`src/core/acmpc_pkg.sv`:
```
// Contract
// bit 7 is master enable; 0 turns the comparator function off
// bit 6 selects bandgap (1) or external pin (0) as plus input
// bit 5 flag sets on a comparator edge matching the event mode
// writing one to bit 5 clears the flag; writing zero leaves it
// irq asserted while bit 4 is one and the flag is set
// bit 3 reads the present comparator output level
// output state bit resets to 0 and reads 0 while disabled
// bit 2 one drives comparator output onto the output pin
// mode 00/10 falling, 01 rising, 11 either edge
// comparator output is one when plus input exceeds minus input
// in stop3 with enable set, keep comparing and flag, wake via irq
// after deepest stop wake, all bits return to reset values
// in background debug, keep comparing and flagging normally
// two-flop synchroniser on comparator output, edges from consecutive samples
// no flag set while disabled; reset clears all control bits and flag
package acmpc_pkg;
  localparam logic [31:0] ACMPC_OFS_SC    = 32'h0000_0000;
  localparam int          ACMPC_BIT_EN    = 7;
  localparam int          ACMPC_BIT_REF   = 6;
  localparam int          ACMPC_BIT_FLAG  = 5;
  localparam int          ACMPC_BIT_IE    = 4;
  localparam int          ACMPC_BIT_OUT   = 3;
  localparam int          ACMPC_BIT_PE    = 2;
  localparam logic [7:0]  ACMPC_SC_RESET  = 8'h00;
  localparam logic [1:0]  ACMPC_MODE_RISE = 2'h1;
  localparam logic [1:0]  ACMPC_MODE_BOTH = 2'h3;
  localparam int          ACMPC_MODE_HI   = 1;
  localparam int          ACMPC_MODE_LO   = 0;
  localparam logic [1:0]  ACMPC_HTRANS_NONSEQ = 2'h2;

  // software-writable control fields of the status/control register
  typedef struct packed {
    logic       enable;
    logic       ref_sel;
    logic       irq_en;
    logic       pin_en;
    logic [1:0] mode;
  } acmpc_ctrl_t;
endpackage : acmpc_pkg

```
`src/core/acmpc_top.sv`:
```
// Design decisions made here: the address map and the AHB-Lite slave port.
`timescale 1ns/1ps
module acmpc_top
(
  // clock and reset
  input  wire logic        mclk,
  input  wire logic        reset,
  // ahb-lite slave
  input  wire logic        hsel,
  input  wire logic [31:0] haddr,
  input  wire logic [1:0]  htrans,
  input  wire logic        hwrite,
  input  wire logic [2:0]  hsize,
  input  wire logic [31:0] hwdata,
  input  wire logic        hready,
  output logic      [31:0] hrdata,
  output logic             hreadyout,
  output logic             hresp,
  // analog comparator interface
  input  wire logic        comp_raw,
  output logic             comp_enable,
  output logic             reference_select,
  // pin and interrupt
  output logic             comparator_output_pin,
  output logic             comparator_output_pin_oe,
  output logic             compare_irq
);

  // control fields and compare-event flag
  acmpc_pkg::acmpc_ctrl_t ctrl_ff;
  acmpc_pkg::acmpc_ctrl_t nxt_ctrl;
  logic                   flag_ff;
  logic                   nxt_flag;
  // synchroniser stages and edge history
  logic                   sync1_ff;
  logic                   nxt_sync1;
  logic                   sync2_ff;
  logic                   nxt_sync2;
  logic                   prev_ff;
  logic                   nxt_prev;
  // bus data-phase tracking and read data
  logic                   wr_pend_ff;
  logic                   nxt_wr_pend;
  logic                   wr_sel_ff;
  logic                   nxt_wr_sel;
  logic [31:0]            rdata_ff;
  logic [31:0]            nxt_rdata;
  // decoded terms
  logic                   addr_ok;
  logic                   take;
  logic                   wr_now;
  logic                   rise;
  logic                   fall;
  logic                   event_hit;
  logic                   set_flag;
  logic                   clr_flag;
  logic                   out_state;
  logic [7:0]             sc_view;

  // bus decode; the slave never waits, so every access completes in one data cycle
  assign addr_ok   = (haddr == acmpc_pkg::ACMPC_OFS_SC);
  assign take      = hsel && hready && (htrans == acmpc_pkg::ACMPC_HTRANS_NONSEQ);
  assign wr_now    = wr_pend_ff && wr_sel_ff;
  assign hreadyout = 1'b1;
  assign hresp     = 1'b0;
  assign hrdata    = rdata_ff;

  // synchroniser next values; sync1 feeds only sync2, never the edge logic
  always_comb
  begin
    nxt_sync1 = comp_raw;
    nxt_sync2 = sync1_ff;
  end

  // synchroniser registers; two stages bound metastability of the analog level
  always_ff @(posedge mclk or posedge reset)
  begin
    if (reset)
    begin
      sync1_ff <= 1'b0;
      sync2_ff <= 1'b0;
    end
    else
    begin
      sync1_ff <= nxt_sync1;
      sync2_ff <= nxt_sync2;
    end
  end

  // edge history cleared while disabled so enabling never fakes a falling edge
  // a high comparator at enable time gives one rising event, as users expect
  always_comb
  begin
    nxt_prev = 1'b0;
    if (ctrl_ff.enable)
    begin
      nxt_prev = sync2_ff;
    end
  end

  // edge history register
  always_ff @(posedge mclk or posedge reset)
  begin
    if (reset)
    begin
      prev_ff <= 1'b0;
    end
    else
    begin
      prev_ff <= nxt_prev;
    end
  end

  // edges from consecutive synchronised samples only
  assign rise      = sync2_ff && !prev_ff;
  assign fall      = !sync2_ff && prev_ff;
  // output state bit forced low while disabled; the pin sees the same level while pin_en is set, else it is driven low
  assign out_state = ctrl_ff.enable && sync2_ff;

  // event selection by mode; the spare falling code shares the default branch
  always_comb
  begin
    case (ctrl_ff.mode)
      acmpc_pkg::ACMPC_MODE_RISE: event_hit = rise;
      acmpc_pkg::ACMPC_MODE_BOTH: event_hit = rise || fall;
      default:                    event_hit = fall;
    endcase
  end

  // flag set and clear terms; stop and debug modes have no ports, so no gating
  assign set_flag  = ctrl_ff.enable && event_hit;
  assign clr_flag  = wr_now && hwdata[acmpc_pkg::ACMPC_BIT_FLAG];

  // control next values; only the data phase of a mapped write changes them
  always_comb
  begin
    nxt_ctrl = ctrl_ff;
    if (wr_now)
    begin
      nxt_ctrl.enable  = hwdata[acmpc_pkg::ACMPC_BIT_EN];
      nxt_ctrl.ref_sel = hwdata[acmpc_pkg::ACMPC_BIT_REF];
      nxt_ctrl.irq_en  = hwdata[acmpc_pkg::ACMPC_BIT_IE];
      nxt_ctrl.pin_en  = hwdata[acmpc_pkg::ACMPC_BIT_PE];
      nxt_ctrl.mode    = hwdata[acmpc_pkg::ACMPC_MODE_HI:acmpc_pkg::ACMPC_MODE_LO];
    end
  end

  // control register; reset also stands for wake from the powered-down stop state
  always_ff @(posedge mclk or posedge reset)
  begin
    if (reset)
    begin
      ctrl_ff <= '0;
    end
    else
    begin
      ctrl_ff <= nxt_ctrl;
    end
  end

  // flag next value; set wins over a same-cycle write-one clear so no event is lost
  always_comb
  begin
    nxt_flag = flag_ff;
    if (clr_flag)
    begin
      nxt_flag = 1'b0;
    end
    if (set_flag)
    begin
      nxt_flag = 1'b1;
    end
  end

  // flag register
  always_ff @(posedge mclk or posedge reset)
  begin
    if (reset)
    begin
      flag_ff <= 1'b0;
    end
    else
    begin
      flag_ff <= nxt_flag;
    end
  end

  // bus next values; read data are captured in the address phase
  // so they stand through the whole data phase without a wait state
  always_comb
  begin
    nxt_wr_pend = take && hwrite;
    nxt_wr_sel  = take && hwrite && addr_ok;
    nxt_rdata   = 32'h0000_0000;
    if (take && !hwrite && addr_ok)
    begin
      nxt_rdata = {24'h00_0000, sc_view};
    end
  end

  // bus registers
  always_ff @(posedge mclk or posedge reset)
  begin
    if (reset)
    begin
      wr_pend_ff <= 1'b0;
      wr_sel_ff  <= 1'b0;
      rdata_ff   <= 32'h0000_0000;
    end
    else
    begin
      wr_pend_ff <= nxt_wr_pend;
      wr_sel_ff  <= nxt_wr_sel;
      rdata_ff   <= nxt_rdata;
    end
  end

  // register view as software sees it; unused upper bits read zero
  always_comb
  begin
    sc_view = acmpc_pkg::ACMPC_SC_RESET;
    sc_view[acmpc_pkg::ACMPC_BIT_EN]   = ctrl_ff.enable;
    sc_view[acmpc_pkg::ACMPC_BIT_REF]  = ctrl_ff.ref_sel;
    sc_view[acmpc_pkg::ACMPC_BIT_FLAG] = flag_ff;
    sc_view[acmpc_pkg::ACMPC_BIT_IE]   = ctrl_ff.irq_en;
    sc_view[acmpc_pkg::ACMPC_BIT_OUT]  = out_state;
    sc_view[acmpc_pkg::ACMPC_BIT_PE]   = ctrl_ff.pin_en;
    sc_view[acmpc_pkg::ACMPC_MODE_HI:acmpc_pkg::ACMPC_MODE_LO] = ctrl_ff.mode;
  end

  // outputs to the analog side, pin and interrupt
  assign comp_enable              = ctrl_ff.enable;
  assign reference_select         = ctrl_ff.ref_sel;
  assign comparator_output_pin    = ctrl_ff.pin_en && out_state;
  assign comparator_output_pin_oe = ctrl_ff.pin_en && ctrl_ff.enable;
  assign compare_irq              = ctrl_ff.irq_en && flag_ff;

endmodule : acmpc_top

```
`config.mk`:
```
export PLATFORM = sky130hd
export DESIGN_NAME = acmpc_top
export DESIGN_NICKNAME = d
export VERILOG_FILES = /design/src/core/acmpc_pkg.sv /design/src/core/acmpc_top.sv
export SDC_FILE = /design/constraint.sdc
export NUM_CORES = 1
export LEC_CHECK = 0
export ABC_CLOCK_PERIOD_IN_PS = 1200
export BUFFER_PORTS_ARGS = -buffer_cell sky130_fd_sc_hd__clkbuf_2
export CAP_MARGIN = 10
export CELL_PAD_IN_SITES_DETAIL_PLACEMENT = 1
export CELL_PAD_IN_SITES_GLOBAL_PLACEMENT = 2
export CORE_MARGIN = 1.5
export CORE_UTILIZATION = 16
export CTS_CLUSTER_DIAMETER = 200
export DETAILED_ROUTE_END_ITERATION = 7
export GPL_TIMING_DRIVEN = 0
export HOLD_SLACK_MARGIN = 0.06
export PLACE_DENSITY = 0.83
export SKIP_LAST_GASP = 1
export SYNTH_ARGS = -nofsm -noshare
export SYNTH_HDL_FRONTEND = slang
export SYNTH_SLANG_ARGS = --single-unit
```
`constraint.sdc`:
```
create_clock -name mclk -period 1.2 [get_ports mclk]
set_input_delay 0.3 -clock mclk [delete_from_list [all_inputs] [get_ports mclk]]
set_output_delay 0.3 -clock mclk [all_outputs]
set_load 0.03 [all_outputs]
```
## Yosys cells after proc, flatten, opt, wreduce, memory -nomap -nowiden

Cells that the tools add are included.

| cells by class | value |
|---|---|
| equal/unequal tests | 3 |
| mux-type cells | 5 |
| reduce and logical (&&, ||, !) cells | 21 |

Operators with widths:

| operator | number |
|---|---|
| $logic_not 32->1 | 1 |
| $logic_and 1x1->1 | 15 |
| $mux 8 | 1 |
| $eq 2x2->1 const B | 2 |
| $logic_not 1->1 | 3 |
| $mux 1 | 3 |
| $eq 2x1->1 const B | 1 |
| $pmux 1 s2 | 1 |
| $reduce_bool 2->1 | 1 |
| $logic_or 1x1->1 | 1 |

| storage, ports and cells | value |
|---|---|
| register bits | 44 |
| input port bits | 75 |
| output and inout port bits | 39 |
| logic and storage cells | 41 |

## Depth between registers and ports, before layout

| logic depth | value |
|---|---|
| depth after elaboration | 6 |
| gate-level depth with buffers | 5 |

## Worst setup path after synthesis

No wires, ideal clock.

| path | value |
|---|---|
| path kind | register to register |
| start | register sync2_ff |
| end | register flag_ff |
| arrival | 1,153 ps |
| data required time | 1,079 ps |
| slack | -74 ps |
| cell stages (with the launch flop) | 5 |
| buffers on the path | 0 |
| period minus slack after synthesis | 1,274 ps |
| cell sequence | dfrtp_1 ha_1 or2_1 a31o_1 a22o_1 |

| on the way | value |
|---|---|
| longest elaborated chain between the ends | 6 |

RTL lines:

| what | line | text |
|---|---|---|
| start, declared | acmpc_top.sv:37 | `logic sync2_ff;` |
| start signal, assigned | acmpc_top.sv:86 | `sync2_ff <= nxt_sync2;` |
| $logic_not 1->1 | acmpc_top.sv:116 | `assign fall = !sync2_ff && prev_ff;` |
| $logic_and 1x1->1 | acmpc_top.sv:116 |  |
| $logic_or 1x1->1 | acmpc_top.sv:125 | `acmpc_pkg::ACMPC_MODE_BOTH: event_hit = rise \|\| fall;` |
| $pmux 1 s2 * | acmpc_top.sv:123 | `case (ctrl_ff.mode)` |
| $logic_and 1x1->1 * | acmpc_top.sv:131 | `assign set_flag = ctrl_ff.enable && event_hit;` |
| $mux 1 / $reduce_bool 2->1 (equally long branches) | -- |  |
| end signal, assigned | acmpc_top.sv:184 | `flag_ff <= nxt_flag;` |
| end, declared | acmpc_top.sv:32 | `logic flag_ff;` |

Mark *: on every way between the ends. The rest lies on a longest branch, timed or not.
A chain may end at the register's enable or synchronous reset.

## Final worst setup path

| path | value |
|---|---|
| start | register ctrl_ff, in the netlist comp_enable |
| end | output port comparator_output_pin |

| on the way | value |
|---|---|
| longest elaborated chain between the ends | 2 |

RTL lines:

| what | line | text |
|---|---|---|
| start, declared | acmpc_top.sv:30 | `acmpc_pkg::acmpc_ctrl_t ctrl_ff;` |
| start signal, assigned | acmpc_top.sv:157 | `ctrl_ff <= nxt_ctrl;` |
| $logic_and 1x1->1 | acmpc_top.sv:118 | `assign out_state = ctrl_ff.enable && sync2_ff;` |
| $logic_and 1x1->1 | acmpc_top.sv:234 | `assign comparator_output_pin = ctrl_ff.pin_en && out_state;` |
| end, declared | acmpc_top.sv:24 | `output logic comparator_output_pin,` |

No other way between the ends.

==> results.sh <==
export IMPL_crit_family="flip-flops"
export IMPL_cts_tree="yes"
export IMPL_initial_utilization=0.1672
export IMPL_seqPwrFrac=0.441
export IMPL_skew_ps=3.302
export IMPL_slew_headroom=0.4870
export IMPL_ys_seq_area_frac=0.4381
export IMPL_cp_slowest_stage_delay_ps=430
export IMPL_syn_to_final_growth_pct=61.99
export IMPL_combPwrFrac=0.246
export IMPL_worstRegToRegCells=4
export IMPL_cts_max_level=1
export IMPL_r2r_start="sync2_ff"
export IMPL_synth_area_leaders="dfrtp_1, buf_4, nor4_2"
export IMPL_crit_path_top_delay_cell="dfrtp_2"
export IMPL_grtUsageTotal=0.07730
export IMPL_rrSetupSlack_ps=-100
export IMPL_vias=1001
export IMPL_num_antenna_cells=0
export IMPL_antenna_found_initial=0
export IMPL_drive_gt1_frac=0.6094
export IMPL_fmax_ghz=0.7585
export IMPL_rows=30
export IMPL_drv_slew=0
export IMPL_cellInternalPower_mw=1.150
export IMPL_crit_start="comp_enable"
export IMPL_cts_buffers=3
export IMPL_syn_inst=100
export IMPL_die_h_um=87.50
export IMPL_dpl_cell_area_um2=1652
export IMPL_crit_path_end="comparator_output_pin"
export IMPL_grt_pass1_vias=1027
export IMPL_startpoint_type="register"
export IMPL_violations="setup timing"
export IMPL_hold_violations=0
export IMPL_path_clk_slew_ps=70
export IMPL_clockRootBuffer="clkbuf_8"
export IMPL_drc=0
export IMPL_worst_ep_required_time_ps=900
export IMPL_avgSynthCellArea_um2=11.42
export IMPL_status="finished, violations left"
export IMPL_clockBufferDepth=2
export IMPL_io_pins=114
export IMPL_setup_viol_count_final=5
export IMPL_min_period_ps=1318
export IMPL_vias_per_cell=3.476
export IMPL_drt_wl_total_mm=3.055
export IMPL_crit_cells=2
export IMPL_cap_violations=0
export IMPL_grt_ovfl_total=0
export IMPL_synth_top_area_frac=0.4381
export IMPL_drt_iter0_drc=14
export IMPL_dp_hpwl_mm=2.471
export IMPL_total_power_mw=1.597
export IMPL_finalCritPeriodShare=1.099
export IMPL_netlist_area_um2=1142
export IMPL_rsz0062_at_grt="true"
export IMPL_grt_max_degree=21
export IMPL_first_pass_iters=4
export IMPL_fp_dieW_um=87.50
export IMPL_yosysTopAreaCell="dfrtp_1"
export IMPL_clk_latency_ps=250
export IMPL_final_cell_area_um2=1851
export IMPL_synth_cell_type_count=22
export IMPL_fillers=822
export IMPL_wl_per_cell_um=10.61
export IMPL_ys_warn_count=0
export IMPL_critPathKind="register to primary output"
export IMPL_coreArea_um2=6832
export IMPL_power_per_cell_area_nw_per_um2=862.9
export IMPL_die_area_um2=7655
export IMPL_r2r_end="flag_ff"
export IMPL_grt_pass1_wl_mm=4.588
export IMPL_endpoint_kind="primary output"
export IMPL_peakVddDrop_v=0.0003326
export IMPL_crit_path_max_fanout=4
export IMPL_power_leakage_nw=0.9453
export IMPL_setup_ws_ps=-118.4
export IMPL_pwr_share_clk=0.314
export IMPL_p_switching_uw=446.4
export IMPL_path_cells="and3_4 -> clkbuf_8"
export IMPL_whs_ps=154.3
export IMPL_path_buf_inv=1
export IMPL_hold_path_class="primary input to register"
export IMPL_netSwitchingFraction=0.2795
export IMPL_port_buffers=59
export IMPL_cts_sinks=20
export IMPL_critPathArrivalTime_ps=1020
export IMPL_fin_nets=270
export IMPL_antenna_left=0
export IMPL_worstMarginPinSlew_ps=768.7
export IMPL_gp_congestion=0.6961
export IMPL_postSynthRegisterBits=20
[cell families (layout without fill, tap and decap cells)]
| family | after synthesis | after routing | synth area share |
|---|---|---|---|
| AND/OR/NAND/NOR | 38 | 39 | 0.2738 |
| buffers and inverters | 30 | 97 | 0.1851 |
| flip-flops | 20 | 20 | 0.4381 |
| multiplexers | 6 | 6 | 0.05914 |
| adder cells (fa/ha/maj) | 2 | 2 | 0.02190 |
| other | 2 | 26 | 0.006574 |
| AO/OA/AOI/OAI | 2 | 2 | 0.01534 |
[cell usage in the layout (no fill, tap or decap), drive strengths merged]
cell	count
inv	3
and2	4
and4b	1
a22o	1
ha	2
conb	26
dfrtp	20
mux2	6
buf	32
nor3b	1
nor4	8
a31o	1
nand2	2
and3	1
nor2b	1
nand3	1
or2	1
nor3	8
nand4	3
nand3b	8
clkbuf	62
[per-layer routing]
metal	wire (µm)	vias to the layer above	global-route usage
li1	-	481	-
met1	1067	477	0.08060
met2	1711	41	0.1490
met3	237	2	0.01896
met4	38	0	0.02597
met5	0	-	0
[worst reg2reg max path: cells and delay by family, from the launching register on]
family / cells / cell delay [ps]
AOI/OAI and AO/OA: 2 / 420
adders and majority gates: 1 / 170
DFF: 1 / 410
and+or+nand+nor: 1 / 200
[repair_timing]
action / in CTS / in global routing
endpoints found under the setup margin: 5 / 10
gates resized for setup: 11 / 8
pin swaps: 4 / 3
endpoints found under the hold margin: 0 / 0
hold buffers: 0 / 0
buffers inserted: 4 / 0
gates cloned: 0 / 1
[final cells by class]
class / instances / area, µm² / area share
Multi-Input combinational cell: 75 / 600.6 / 0.3245
Sequential cell: 20 / 501.7 / 0.2711
Timing Repair Buffer: 63 / 361.6 / 0.1954
Buffer: 27 / 200.2 / 0.1082
Tap cell: 96 / 120.1 / 0.06491
Clock buffer: 4 / 55.05 / 0.02975
Inverter: 3 / 11.26 / 0.006085
[sequential cells by signal (all words and copies together) (netlist names)]
signal / cells
wr_sel_ff: 1
nxt_sync2: 1
wr_pend_ff: 1
prev_ff: 1
reference_select: 1
sync2_ff: 1
ctrl_ff: 4
comp_enable: 1
hrdata: 8
flag_ff: 1
[worst min-delay path by stage]
| stage | start | end | slack (ps) | cells past startpoint |
|---|---|---|---|---|
| 3_5_place_dp | nxt_sync2 | sync2_ff | 340 | 0 |
| 5_1_grt | comp_raw | nxt_sync2 | 150 | 1 |
| 6_report | comp_raw | nxt_sync2 | 150 | 1 |
| 4_1_cts | comp_raw | nxt_sync2 | 150 | 1 |
| 2_1_floorplan | reset | comp_enable | 260 | 1 |
| 3_3_place_gp | nxt_sync2 | sync2_ff | 340 | 0 |
[through the flow]
stage	utilization	setup slack, ps	TNS, ps	std cells
2_1_floorplan	-	-39.17	-39.17	124
3_3_place_gp	0.2418	-233.4	-1730	279
3_5_place_dp	0.2418	-212.9	-1667	279
4_1_cts	0.2604	-119.2	-494.8	287
5_1_grt	0.2709	-184.9	-682.0	288
6_report	0.2709	-118.4	-446.8	288
[Yosys cell counts, drive strengths merged]
cell / number
buf: 27
dfrtp: 20
nand3b: 8
nor3: 8
nor4: 8
mux2: 6
and2: 4
inv: 3
conb: 2
ha: 2
nand2: 2
nand4: 2
a22o: 1
a31o: 1
and3: 1
and4b: 1
nand3: 1
nor2b: 1
nor3b: 1
or2: 1
[power groups by stage]
stage	combinational [mW]	clock, mW	sequential [mW]
floorplan	0.234	0	0.719
global placement	0.343	0	0.717
detailed placement	0.349	0	0.718
CTS	0.373	0.522	0.703
global route	0.424	0.551	0.706
finish	0.393	0.501	0.703
No activity file was read; power rests on OpenSTA's default activity.
